==> config.mk <==
export PLATFORM = sky130hd
export DESIGN_NAME = ppr_pin_remap
export DESIGN_NICKNAME = d
export VERILOG_FILES = /design/src/hdl/ppr_pkg.sv /design/src/hdl/ppr_pin_remap.sv
export SDC_FILE = /design/constraint.sdc
export NUM_CORES = 1
export LEC_CHECK = 0
export ABC_AREA = 0
export BUFFER_PORTS_ARGS = -buffer_cell sky130_fd_sc_hd__buf_2
export CAP_MARGIN = 20
export CORE_MARGIN = 2
export CORE_UTILIZATION = 47
export CTS_CLUSTER_SIZE = 28
export DETAILED_ROUTE_END_ITERATION = 12
export MAX_ROUTING_LAYER = met4
export PLACE_DENSITY = 0.83
export SYNTH_ARGS = -nofsm -noshare
export SYNTH_HDL_FRONTEND = slang
export SYNTH_SLANG_ARGS = --single-unit
==> constraint.sdc <==
create_clock -name core_clk -period 3.2 [get_ports core_clk]
set_clock_uncertainty 0.05 [all_clocks]
set_input_delay 0.48 -clock core_clk [delete_from_list [all_inputs] [get_ports core_clk]]
set_output_delay 0.48 -clock core_clk [all_outputs]
set_load 0.01 [all_outputs]
==> src/hdl/ppr_pkg.sv <==
// shared constants and carriers for the peripheral pin remap block
package ppr_pkg;
   // register port
   localparam int REG_ADDR_W = 4;
   localparam logic [3:0] SERIAL_ROUTE_ADDR = 4'h0;
   localparam logic [3:0] IRQ_ROUTE_ADDR = 4'h1;
   localparam logic [7:0] SERIAL_ROUTE_RESET = 8'h00;
   localparam logic [7:0] IRQ_ROUTE_RESET = 8'h00;
   localparam logic [7:0] IRQ_ROUTE_MASK = 8'hF5;
   localparam logic [7:0] READ_IDLE = 8'h00;
   localparam int RST_SYNC_STAGES = 2;
   // selector field positions
   localparam int CS_SEL_LSB = 6;
   localparam int DIN_SEL_LSB = 4;
   localparam int SCK_SEL_LSB = 2;
   localparam int DOUT_SEL_LSB = 0;
   localparam int EXT_B_BIT = 7;
   localparam int EXT_A_BIT = 6;
   localparam int TMR_B_BIT = 5;
   localparam int TMR_A_BIT = 4;
   localparam int PIRQ_BIT = 2;
   localparam int PCLK_BIT = 0;
   // serial route codes
   typedef logic [1:0] ppr_route_t;
   localparam ppr_route_t ROUTE_PA = 2'h0;
   localparam ppr_route_t ROUTE_PC = 2'h1;
   localparam ppr_route_t ROUTE_PE = 2'h2;
   localparam ppr_route_t ROUTE_NONE = 2'h3;
   // pin positions per route
   localparam int CS_PA = 3;
   localparam int CS_PC = 3;
   localparam int CS_PE = 2;
   localparam int DIN_PA = 0;
   localparam int DIN_PC = 2;
   localparam int DIN_PE = 4;
   localparam int SCK_PA = 2;
   localparam int SCK_PC = 1;
   localparam int SCK_PE = 3;
   localparam int DOUT_PA = 7;
   localparam int DOUT_PC = 0;
   localparam int DOUT_PE = 5;
   localparam int EXT_B_PA = 1;
   localparam int EXT_B_PC = 5;
   localparam int EXT_A_PA = 4;
   localparam int EXT_A_PC = 4;
   localparam int TMR_B_PA = 1;
   localparam int TMR_B_PC = 5;
   localparam int TMR_A_PA = 4;
   localparam int TMR_A_PC = 4;
   localparam int PIRQ_PB = 5;
   localparam int PIRQ_PC = 7;
   localparam int PCLK_PB = 4;
   localparam int PCLK_PC = 6;
   // carriers
   typedef struct packed {
      logic [7:0] pa;
      logic [5:0] pb;
      logic [7:0] pc;
      logic [5:0] pe;
   } ppr_ports_s;
   typedef struct packed {
      logic chipSelOut;
      logic chipSelOe;
      logic sckOut;
      logic sckOe;
      logic sdoOut;
      logic sdoOe;
   } ppr_serial_drv_s;
   typedef struct packed {
      logic serialChipSelect;
      logic sdi;
      logic sck;
      logic extIrqA;
      logic extIrqB;
      logic timerAClk;
      logic timerBClk;
      logic periphIrq;
   } ppr_periph_in_s;
endpackage

==> src/hdl/ppr_pin_remap.sv <==
// pin remap selection logic with its two route registers
//
// Added by the designer: the address-and-strobe port and the register addresses.
`timescale 1ns/1ps
//
// Contract
// [RL1] Chip select follows bits 7:6: 00 port A bit 3, 01 port C bit 3, 10 port E bit 2, 11 none.
// [RL2] Data in follows bits 5:4: 00 port A bit 0, 01 port C bit 2, 10 port E bit 4, 11 none.
// [RL3] Serial clock follows bits 3:2: 00 port A bit 2, 01 port C bit 1, 10 port E bit 3, 11 none.
// [RL4] Data out follows bits 1:0: 00 port A bit 7, 01 port C bit 0, 10 port E bit 5, 11 none.
// [RL5] Second register bit 7 takes external interrupt B from port A bit 1 or port C bit 5.
// [RL6] Second register bit 6 takes external interrupt A from port A bit 4 or port C bit 4.
// [RL7] Second register bit 5 takes timer B clock from port A bit 1 or port C bit 5.
// [RL8] Second register bit 4 takes timer A clock from port A bit 4 or port C bit 4.
// [RL9] Second register bit 2 takes the peripheral interrupt from port B bit 5 or port C bit 7.
// [RL10] Second register bit 0 puts the peripheral clock on port B bit 4 or port C bit 6.
// [RL11] Both registers clear at reset and second register bits 3 and 1 ignore writes, read zero.
module ppr_pin_remap (
   // clock and reset
   input wire logic core_clk,
   input wire logic reset_n,
   // register port
   input wire logic [ppr_pkg::REG_ADDR_W-1:0] regAddr,
   input wire logic [7:0] regWrData,
   input wire logic regWrStb,
   input wire logic regRdStb,
   output logic [7:0] regRdData,
   // port pins
   input wire ppr_pkg::ppr_ports_s pinIn,
   output ppr_pkg::ppr_ports_s pinOut,
   output ppr_pkg::ppr_ports_s pinOe,
   // peripheral side
   input wire ppr_pkg::ppr_serial_drv_s serialDrv,
   input wire logic periphClk,
   output ppr_pkg::ppr_periph_in_s periphIn
);

   logic [ppr_pkg::RST_SYNC_STAGES-1:0] rstPipe_ff;
   logic rstSync_n;
   logic [7:0] serialRoute_ff;
   logic [7:0] irqRoute_ff;
   logic [7:0] regRdData_ff;
   ppr_pkg::ppr_ports_s pinMeta_ff;
   ppr_pkg::ppr_ports_s pinSync_ff;
   ppr_pkg::ppr_ports_s pinOut_ff;
   ppr_pkg::ppr_ports_s pinOe_ff;
   ppr_pkg::ppr_periph_in_s periphIn_ff;

   // reset release
   always_ff @(posedge core_clk or negedge reset_n) begin
      if (!reset_n) begin
         rstPipe_ff <= '0;
      end else begin
         rstPipe_ff <= {rstPipe_ff[ppr_pkg::RST_SYNC_STAGES-2:0], 1'b1};
      end
   end
   assign rstSync_n = rstPipe_ff[ppr_pkg::RST_SYNC_STAGES-1];

   // register decode
   wire serialHit = (regAddr == ppr_pkg::SERIAL_ROUTE_ADDR);
   wire irqHit = (regAddr == ppr_pkg::IRQ_ROUTE_ADDR);
   wire [7:0] nxt_serialRoute = (regWrStb && serialHit) ? regWrData : serialRoute_ff;
   // unimplemented bits never store, so they read back zero
   wire [7:0] nxt_irqRoute = (regWrStb && irqHit) ? (regWrData & ppr_pkg::IRQ_ROUTE_MASK)
                                                  : irqRoute_ff; // RL11
   wire [7:0] readSel = serialHit ? serialRoute_ff : (irqHit ? irqRoute_ff : ppr_pkg::READ_IDLE);
   wire [7:0] nxt_regRdData = regRdStb ? readSel : ppr_pkg::READ_IDLE;

   always_ff @(posedge core_clk or negedge rstSync_n) begin
      if (!rstSync_n) begin
         serialRoute_ff <= ppr_pkg::SERIAL_ROUTE_RESET; // RL11
         irqRoute_ff <= ppr_pkg::IRQ_ROUTE_RESET; // RL11
         regRdData_ff <= ppr_pkg::READ_IDLE;
      end else begin
         serialRoute_ff <= nxt_serialRoute;
         irqRoute_ff <= nxt_irqRoute;
         regRdData_ff <= nxt_regRdData;
      end
   end
   assign regRdData = regRdData_ff;

   // pin synchroniser, second stage is the only reader of the first
   always_ff @(posedge core_clk or negedge rstSync_n) begin
      if (!rstSync_n) begin
         pinMeta_ff <= '0;
         pinSync_ff <= '0;
      end else begin
         pinMeta_ff <= pinIn;
         pinSync_ff <= pinMeta_ff;
      end
   end

   // selector fields
   wire [1:0] csSel = serialRoute_ff[ppr_pkg::CS_SEL_LSB +: 2];
   wire [1:0] dinSel = serialRoute_ff[ppr_pkg::DIN_SEL_LSB +: 2];
   wire [1:0] sckSel = serialRoute_ff[ppr_pkg::SCK_SEL_LSB +: 2];
   wire [1:0] doutSel = serialRoute_ff[ppr_pkg::DOUT_SEL_LSB +: 2];
   wire extBSel = irqRoute_ff[ppr_pkg::EXT_B_BIT];
   wire extASel = irqRoute_ff[ppr_pkg::EXT_A_BIT];
   wire tmrBSel = irqRoute_ff[ppr_pkg::TMR_B_BIT];
   wire tmrASel = irqRoute_ff[ppr_pkg::TMR_A_BIT];
   wire pirqSel = irqRoute_ff[ppr_pkg::PIRQ_BIT];
   wire pclkSel = irqRoute_ff[ppr_pkg::PCLK_BIT];

   // inputs towards the peripherals; undefined code reads low
   wire csRouted = (csSel == ppr_pkg::ROUTE_PA) ? pinSync_ff.pa[ppr_pkg::CS_PA] :
                    (csSel == ppr_pkg::ROUTE_PC) ? pinSync_ff.pc[ppr_pkg::CS_PC] :
                    (csSel == ppr_pkg::ROUTE_PE) ? pinSync_ff.pe[ppr_pkg::CS_PE] :
                    1'b0; // RL1
   wire sdiRouted = (dinSel == ppr_pkg::ROUTE_PA) ? pinSync_ff.pa[ppr_pkg::DIN_PA] :
                    (dinSel == ppr_pkg::ROUTE_PC) ? pinSync_ff.pc[ppr_pkg::DIN_PC] :
                    (dinSel == ppr_pkg::ROUTE_PE) ? pinSync_ff.pe[ppr_pkg::DIN_PE] :
                    1'b0; // RL2
   wire sckRouted = (sckSel == ppr_pkg::ROUTE_PA) ? pinSync_ff.pa[ppr_pkg::SCK_PA] :
                    (sckSel == ppr_pkg::ROUTE_PC) ? pinSync_ff.pc[ppr_pkg::SCK_PC] :
                    (sckSel == ppr_pkg::ROUTE_PE) ? pinSync_ff.pe[ppr_pkg::SCK_PE] :
                    1'b0; // RL3
   wire extBRouted = extBSel ? pinSync_ff.pc[ppr_pkg::EXT_B_PC]
                             : pinSync_ff.pa[ppr_pkg::EXT_B_PA]; // RL5
   wire extARouted = extASel ? pinSync_ff.pc[ppr_pkg::EXT_A_PC]
                             : pinSync_ff.pa[ppr_pkg::EXT_A_PA]; // RL6
   wire tmrBRouted = tmrBSel ? pinSync_ff.pc[ppr_pkg::TMR_B_PC]
                             : pinSync_ff.pa[ppr_pkg::TMR_B_PA]; // RL7
   wire tmrARouted = tmrASel ? pinSync_ff.pc[ppr_pkg::TMR_A_PC]
                             : pinSync_ff.pa[ppr_pkg::TMR_A_PA]; // RL8
   wire pirqRouted = pirqSel ? pinSync_ff.pc[ppr_pkg::PIRQ_PC]
                             : pinSync_ff.pb[ppr_pkg::PIRQ_PB]; // RL9
   wire ppr_pkg::ppr_periph_in_s nxt_periphIn = '{serialChipSelect: csRouted, sdi: sdiRouted,
      sck: sckRouted, extIrqA: extARouted, extIrqB: extBRouted, timerAClk: tmrARouted,
      timerBClk: tmrBRouted, periphIrq: pirqRouted};

   // one-hot bit placement for the output side
   function automatic logic [7:0] place(input int idx, input logic en);
      logic [7:0] vec;
      vec = 8'h00;
      vec[idx] = en;
      return vec;
   endfunction

   // route enables per serial output
   wire csOnA = (csSel == ppr_pkg::ROUTE_PA) && serialDrv.chipSelOe;
   wire csOnC = (csSel == ppr_pkg::ROUTE_PC) && serialDrv.chipSelOe;
   wire csOnE = (csSel == ppr_pkg::ROUTE_PE) && serialDrv.chipSelOe;
   wire sckOnA = (sckSel == ppr_pkg::ROUTE_PA) && serialDrv.sckOe;
   wire sckOnC = (sckSel == ppr_pkg::ROUTE_PC) && serialDrv.sckOe;
   wire sckOnE = (sckSel == ppr_pkg::ROUTE_PE) && serialDrv.sckOe;
   wire doOnA = (doutSel == ppr_pkg::ROUTE_PA) && serialDrv.sdoOe;
   wire doOnC = (doutSel == ppr_pkg::ROUTE_PC) && serialDrv.sdoOe;
   wire doOnE = (doutSel == ppr_pkg::ROUTE_PE) && serialDrv.sdoOe;
   wire csO = serialDrv.chipSelOut;
   wire sckO = serialDrv.sckOut;
   wire doO = serialDrv.sdoOut;

   // drive pattern; the only output bits shared by two routes are disjoint by position
   wire [7:0] oeA = place(ppr_pkg::CS_PA, csOnA) | place(ppr_pkg::SCK_PA, sckOnA)
                  | place(ppr_pkg::DOUT_PA, doOnA); // RL1 RL3 RL4
   wire [7:0] oeB = place(ppr_pkg::PCLK_PB, !pclkSel); // RL10
   wire [7:0] oeC = place(ppr_pkg::CS_PC, csOnC) | place(ppr_pkg::SCK_PC, sckOnC)
                  | place(ppr_pkg::DOUT_PC, doOnC) | place(ppr_pkg::PCLK_PC, pclkSel);
   wire [7:0] oeE = place(ppr_pkg::CS_PE, csOnE) | place(ppr_pkg::SCK_PE, sckOnE)
                  | place(ppr_pkg::DOUT_PE, doOnE); // RL1 RL3 RL4
   wire [7:0] outA = place(ppr_pkg::CS_PA, csOnA && csO) | place(ppr_pkg::SCK_PA, sckOnA && sckO)
                   | place(ppr_pkg::DOUT_PA, doOnA && doO);
   wire [7:0] outB = place(ppr_pkg::PCLK_PB, !pclkSel && periphClk); // RL10
   wire [7:0] outC = place(ppr_pkg::CS_PC, csOnC && csO) | place(ppr_pkg::SCK_PC, sckOnC && sckO)
                   | place(ppr_pkg::DOUT_PC, doOnC && doO)
                   | place(ppr_pkg::PCLK_PC, pclkSel && periphClk); // RL10
   wire [7:0] outE = place(ppr_pkg::CS_PE, csOnE && csO) | place(ppr_pkg::SCK_PE, sckOnE && sckO)
                   | place(ppr_pkg::DOUT_PE, doOnE && doO);
   wire ppr_pkg::ppr_ports_s nxt_pinOe = '{pa: oeA, pb: oeB[5:0], pc: oeC, pe: oeE[5:0]};
   wire ppr_pkg::ppr_ports_s nxt_pinOut = '{pa: outA, pb: outB[5:0], pc: outC, pe: outE[5:0]};

   // registered pins cost a cycle but give glitch-free drive on selector change
   always_ff @(posedge core_clk or negedge rstSync_n) begin
      if (!rstSync_n) begin
         pinOut_ff <= '0;
         pinOe_ff <= '0;
         periphIn_ff <= '0;
      end else begin
         pinOut_ff <= nxt_pinOut;
         pinOe_ff <= nxt_pinOe;
         periphIn_ff <= nxt_periphIn;
      end
   end
   assign pinOut = pinOut_ff;
   assign pinOe = pinOe_ff;
   assign periphIn = periphIn_ff;
endmodule

; ---- Word-level counts from Yosys, hierarchy flattened
; Index checks and enable logic that the tools add are counted.
[classes]
eq_ne = 9
mux = 17
n_bitwise = 14
reduce_logical = 28
[ops]
columns = op, n
row1 = $mux W8, 3
row2 = $logic_and A1 B1 Y1, 22
row3 = $or A4 B8 Y8, 2
row4 = $mux W1, 14
row5 = $or A4 B7 Y7, 2
row6 = $or A4 B6 Y6, 2
row7 = $eq A2 B1 Y1 const B, 4
row8 = $eq A2 B2 Y1 const B, 4
row9 = $logic_not A2 Y1, 4
row10 = $or A3 B4 Y4, 2
row11 = $or A4 B1 Y4, 2
row12 = $or A4 B2 Y4, 2
row13 = $or A4 B3 Y4, 2
row14 = $eq A4 B1 Y1 const B, 1
row15 = $logic_not A4 Y1, 1
row16 = $logic_not A1 Y1, 1
[totals]
ff_bits = 124
input_bits = 51
out_inout_bits = 72
wordCells = 96

; ---- Longest topological paths before layout
[logic_depth]
ltp_word = 6
mapped_depth = 4

; ---- Worst setup path after synthesis
; No wires, ideal clock.
[synth_path]
path_type = input to register
from = in regAddr[3] (netlist name)
to = reg irqRoute_ff[0]
t_arrival_ns = 1.149
required_time_ns = 3.025
slack_ns = 1.876
stages = 3
path_cell_list = nor2_4 nand4b_4 mux2_4
[synth_between]
elab_chain_len = 2
[synth_rtl]
columns = item, line_no
row1 = start: declaration, ppr_pin_remap.sv:23  ; input wire logic [ppr_pkg::REG_ADDR_W-1:0] regAddr,
row2 = $eq A4 B1 Y1, ppr_pin_remap.sv:61  ; wire irqHit = (regAddr == ppr_pkg::IRQ_ROUTE_ADDR);
row3 = $logic_and A1 B1 Y1, ppr_pin_remap.sv:64  ; wire [7:0] nxt_irqRoute = (regWrStb && irqHit) ? (regWrData & ppr_pkg::IRQ_ROUTE_MASK)
row4 = end signal: assignment, ppr_pin_remap.sv:72  ; irqRoute_ff <= ppr_pkg::IRQ_ROUTE_RESET;
row5 = end signal: assignment, ppr_pin_remap.sv:76  ; irqRoute_ff <= nxt_irqRoute;
row6 = end: declaration, ppr_pin_remap.sv:41  ; logic [7:0] irqRoute_ff;
; No other way between the ends.
; A chain may end at the register's enable or synchronous reset.

; ---- Final worst setup path
[layout_path]
from = reg pinOe_ff (netlist bit pinOe[12])
to = out pinOe[12] (netlist name)
[layout_lines]
columns = item, line_no
row1 = start: declaration, ppr_pin_remap.sv:46  ; ppr_pkg::ppr_ports_s pinOe_ff;
row2 = start signal: assignment, ppr_pin_remap.sv:181  ; pinOe_ff <= nxt_pinOe;
row3 = end: declaration, ppr_pin_remap.sv:31  ; output ppr_pkg::ppr_ports_s pinOe,
; No word-level cell between the ends.

==> results.py <==
metrics = {
    "floorplan": {
        "ioPinCount": 123,
        "core.rowCount": 29,
        "chipHeight_um": 83.62,
        "dieArea_mm2": 0.006991,
        "core_mm2": 0.006241,
        "dieWidth_um": 83.62,
        "initial_core_util": 0.4773,
    },
    "detailed_routing": {
        "drt_iter0_drc": 55,
        "wl_um": 4486,
        "firstDrtPassIters": 4,
        "vias_per_cell": 4.405,
        "num_vias": 1555,
        "drtAntennaViolNets": 0,
        "drc": 0,
        "routedWlPerCell_um": 12.71,
    },
    "power": {
        "seqPwrFrac": 0.563,
        "p_sw_w": 0.0006047,
        "vdd_ir_drop_max_mv": 0.2898,
        "p_leak_nw": 1.879,
        "p_comb_frac": 0.120,
        "clkPwrFrac": 0.316,
        "p_int_w": 0.001620,
        "p_per_area_mw_per_mm2": 630.1,
        "p_sw_frac": 0.2718,
    },
    "global_routing": {
        "antenna_found_initial": 0,
        "grt_use_total": 0.1402,
        "overflow": 0,
        "grt_pass1_wl_um": 7231,
        "grt_max_degree": 83,
        "grt_pass1_vias": 1577,
    },
    "setup_path": {
        "cp_slowest_stage_delay_ps": 380,
        "critPathLaunchType": "flop",
        "worstPathCellList": "buf_2",
        "crit_buf_inv": 1,
        "slowest_stage": "dfrtp_1",
        "r2r_slack_ps": 2200,
        "cp_top_family": "flip-flops",
        "critical_path_arrival_ps": 860,
        "path_max_fanout": 1,
        "path_class": "flop to output port",
        "worstPathRequired_ps": 2670,
        "crit_path_end_kind": "output port",
    },
    "sta": {
        "timing.final.crit_share": 0.4336,
        "finalSetupViolCount": 0,
        "fmax_ghz": 0.7206,
        "slew_violations": 0,
        "hold_viol": 0,
        "setup_tns_ps": 0,
        "fin_crit_ps": 1388,
        "rsz0062_at_grt": "false",
    },
    "finish": {
        "final_nets": 322,
        "multi_input_area_um2": 725.7,
        "post-route-util": 0.5658,
        "antenna-diode-count": 0,
        "seq_area_mm2": 0.002106,
        "n_fill_cell": 522,
        "area_growth_pct": 18.52,
        "drive_gt1_frac": 0.4275,
    },
    "logic_synthesis": {
        "avgSynthCellArea_um2": 16.02,
        "synth_top_area_frac": 0.7056,
        "synthTopCellsByCount": "dfrtp_1 (84), buf_4 (34), mux2_2 (13)",
        "syn_area_mm2": 0.002979,
        "yosysTopAreaCell": "dfrtp_1",
        "async_flop_share": 1.000,
        "netlist_instances": 186,
        "synth_edf_count": 0,
        "yosys_most_used_dff": "dfrtp_1",
        "ys_warn_count": 0,
        "synth_cell_types": 24,
        "ys_seq_area_frac": 0.7056,
        "synth_area_leaders": "dfrtp_1 (71%), buf_4 (8.6%), mux2_2 (4.9%)",
        "yosysMostFrequentCell": "dfrtp_1",
        "ys_ff_latch": 84,
    },
    "flow_run": {
        "max_cap_viol_count": 0,
    },
    "min_path": {
        "min_path_type": "input port to flop",
    },
    "clock_network": {
        "tritoncts": "done",
        "cts_buffer_depth": 2,
        "cts_setup_buffers": 0,
        "htreeDepth": 3,
        "root_buffer": "clkbuf_8",
        "clkSinkCount": 84,
        "clock_latency_ps": 340,
        "cts.reportedPaths.clkPinSlew_ps": 90,
        "cts_buffers": 9,
    },
    "placed_design": {
        "hpwlAfterDp_um": 3109,
        "port_buffers": 75,
        "routabilityCongestion": 0.7733,
    },
    "run_status": {
        "outcome": "complete, no violations",
    },
}
## worst paths after layout
| path | startpoint | end | depth (start not counted) |
|---|---|---|---|
| setup reg to reg | serialRoute_ff[7] | pinOut[9] | 2 |
| max in group asynchronous | rstPipe_ff[1] | irqRoute_ff[7] | 1 |
| hold reg to reg | rstPipe_ff[1] | pinSync_ff[23] | 0 |
| hold / removal | pinIn[7] | pinMeta_ff[7] | 1 |
| min in group asynchronous | rstPipe_ff[1] | pinSync_ff[23] | 0 |
| setup / recovery | pinOe[12] | pinOe[12] | 1 |
## placed cells by master, fill, tap and decap left out, types with 5 or more instances in the layout
cell type   n
inv_6       5
mux2_4      6
mux2_2     13
conb_1     35
and3b_1     5
buf_2      75
clkbuf_8    9
dfrtp_1    83
a22o_1      6
and2_1     12
## cells by family (layout without fill, tap and decap cells)
family / count (synthesis) / in the layout / share of synthesized area
AO/OA/AOI/OAI: 9 / 9 / 0.02268
buffers and inverters: 37 / 94 / 0.09239
flip-flops: 84 / 84 / 0.7056
multiplexers: 22 / 22 / 0.08946
other: 2 / 35 / 0.002521
AND/OR/NAND/NOR: 32 / 32 / 0.08736
## power by group through the flow
stage | Combinational [W] | Sequential, W | Clock (W)
after CTS | 0.000255 | 0.00127 | 0.000733
after floorplan | 0.000156 | 0.00130 | 0
after global routing | 0.000294 | 0.00127 | 0.000780
after global placement | 0.000244 | 0.00128 | 0
final | 0.000268 | 0.00125 | 0.000704
after detailed placement | 0.000254 | 0.00129 | 0
## through the flow
step / hold slack (ps) / power (W) / cell area, µm² / std cells / worst slack [ps]
after global placement: 214.8 / 0.001528 / 3307 / 335 / 1679
after detailed placement: 217.1 / 0.001543 / 3307 / 335 / 1660
final: 183.7 / 0.002225 / 3531 / 353 / 1812
after global routing: 163.6 / 0.002344 / 3531 / 353 / 1775
after CTS: 167.0 / 0.002257 / 3503 / 352 / 1788
after floorplan: 134.4 / 0.001453 / 3103 / 219 / 637.2
## repair_timing
item,CTS,global route
hold endpoints to repair,2,0
setup endpoints to repair,0,0
resized for setup,0,0
hold buffers,1,0
## state kept, by name, summed over array words and instances, names as in the netlist, 6 cells and up
signal,count
periphIn,8
pinOe,11
irqRoute_ff,6
pinMeta_ff,15
pinSync_ff,15
pinOut,11
serialRoute_ff,8
regRdData,8
## layout make-up
cell class / instances / area share
repair buffers: 77 / 0.1169
flip-flops and latches: 84 / 0.5964
well taps: 77 / 0.02729
inverters: 1 / 0.001063
clock inverters: 7 / 0.01772
multi-input cells: 98 / 0.2055
clock buffers: 9 / 0.03508
## per-layer routing
metal	global-route usage	share of wire
met3	0.03759	0.087
met2	0.2189	0.48
met5	-	0
met1	0.1691	0.42
met4	0.07038	0.019
No activity file was read; power rests on OpenSTA's default activity.
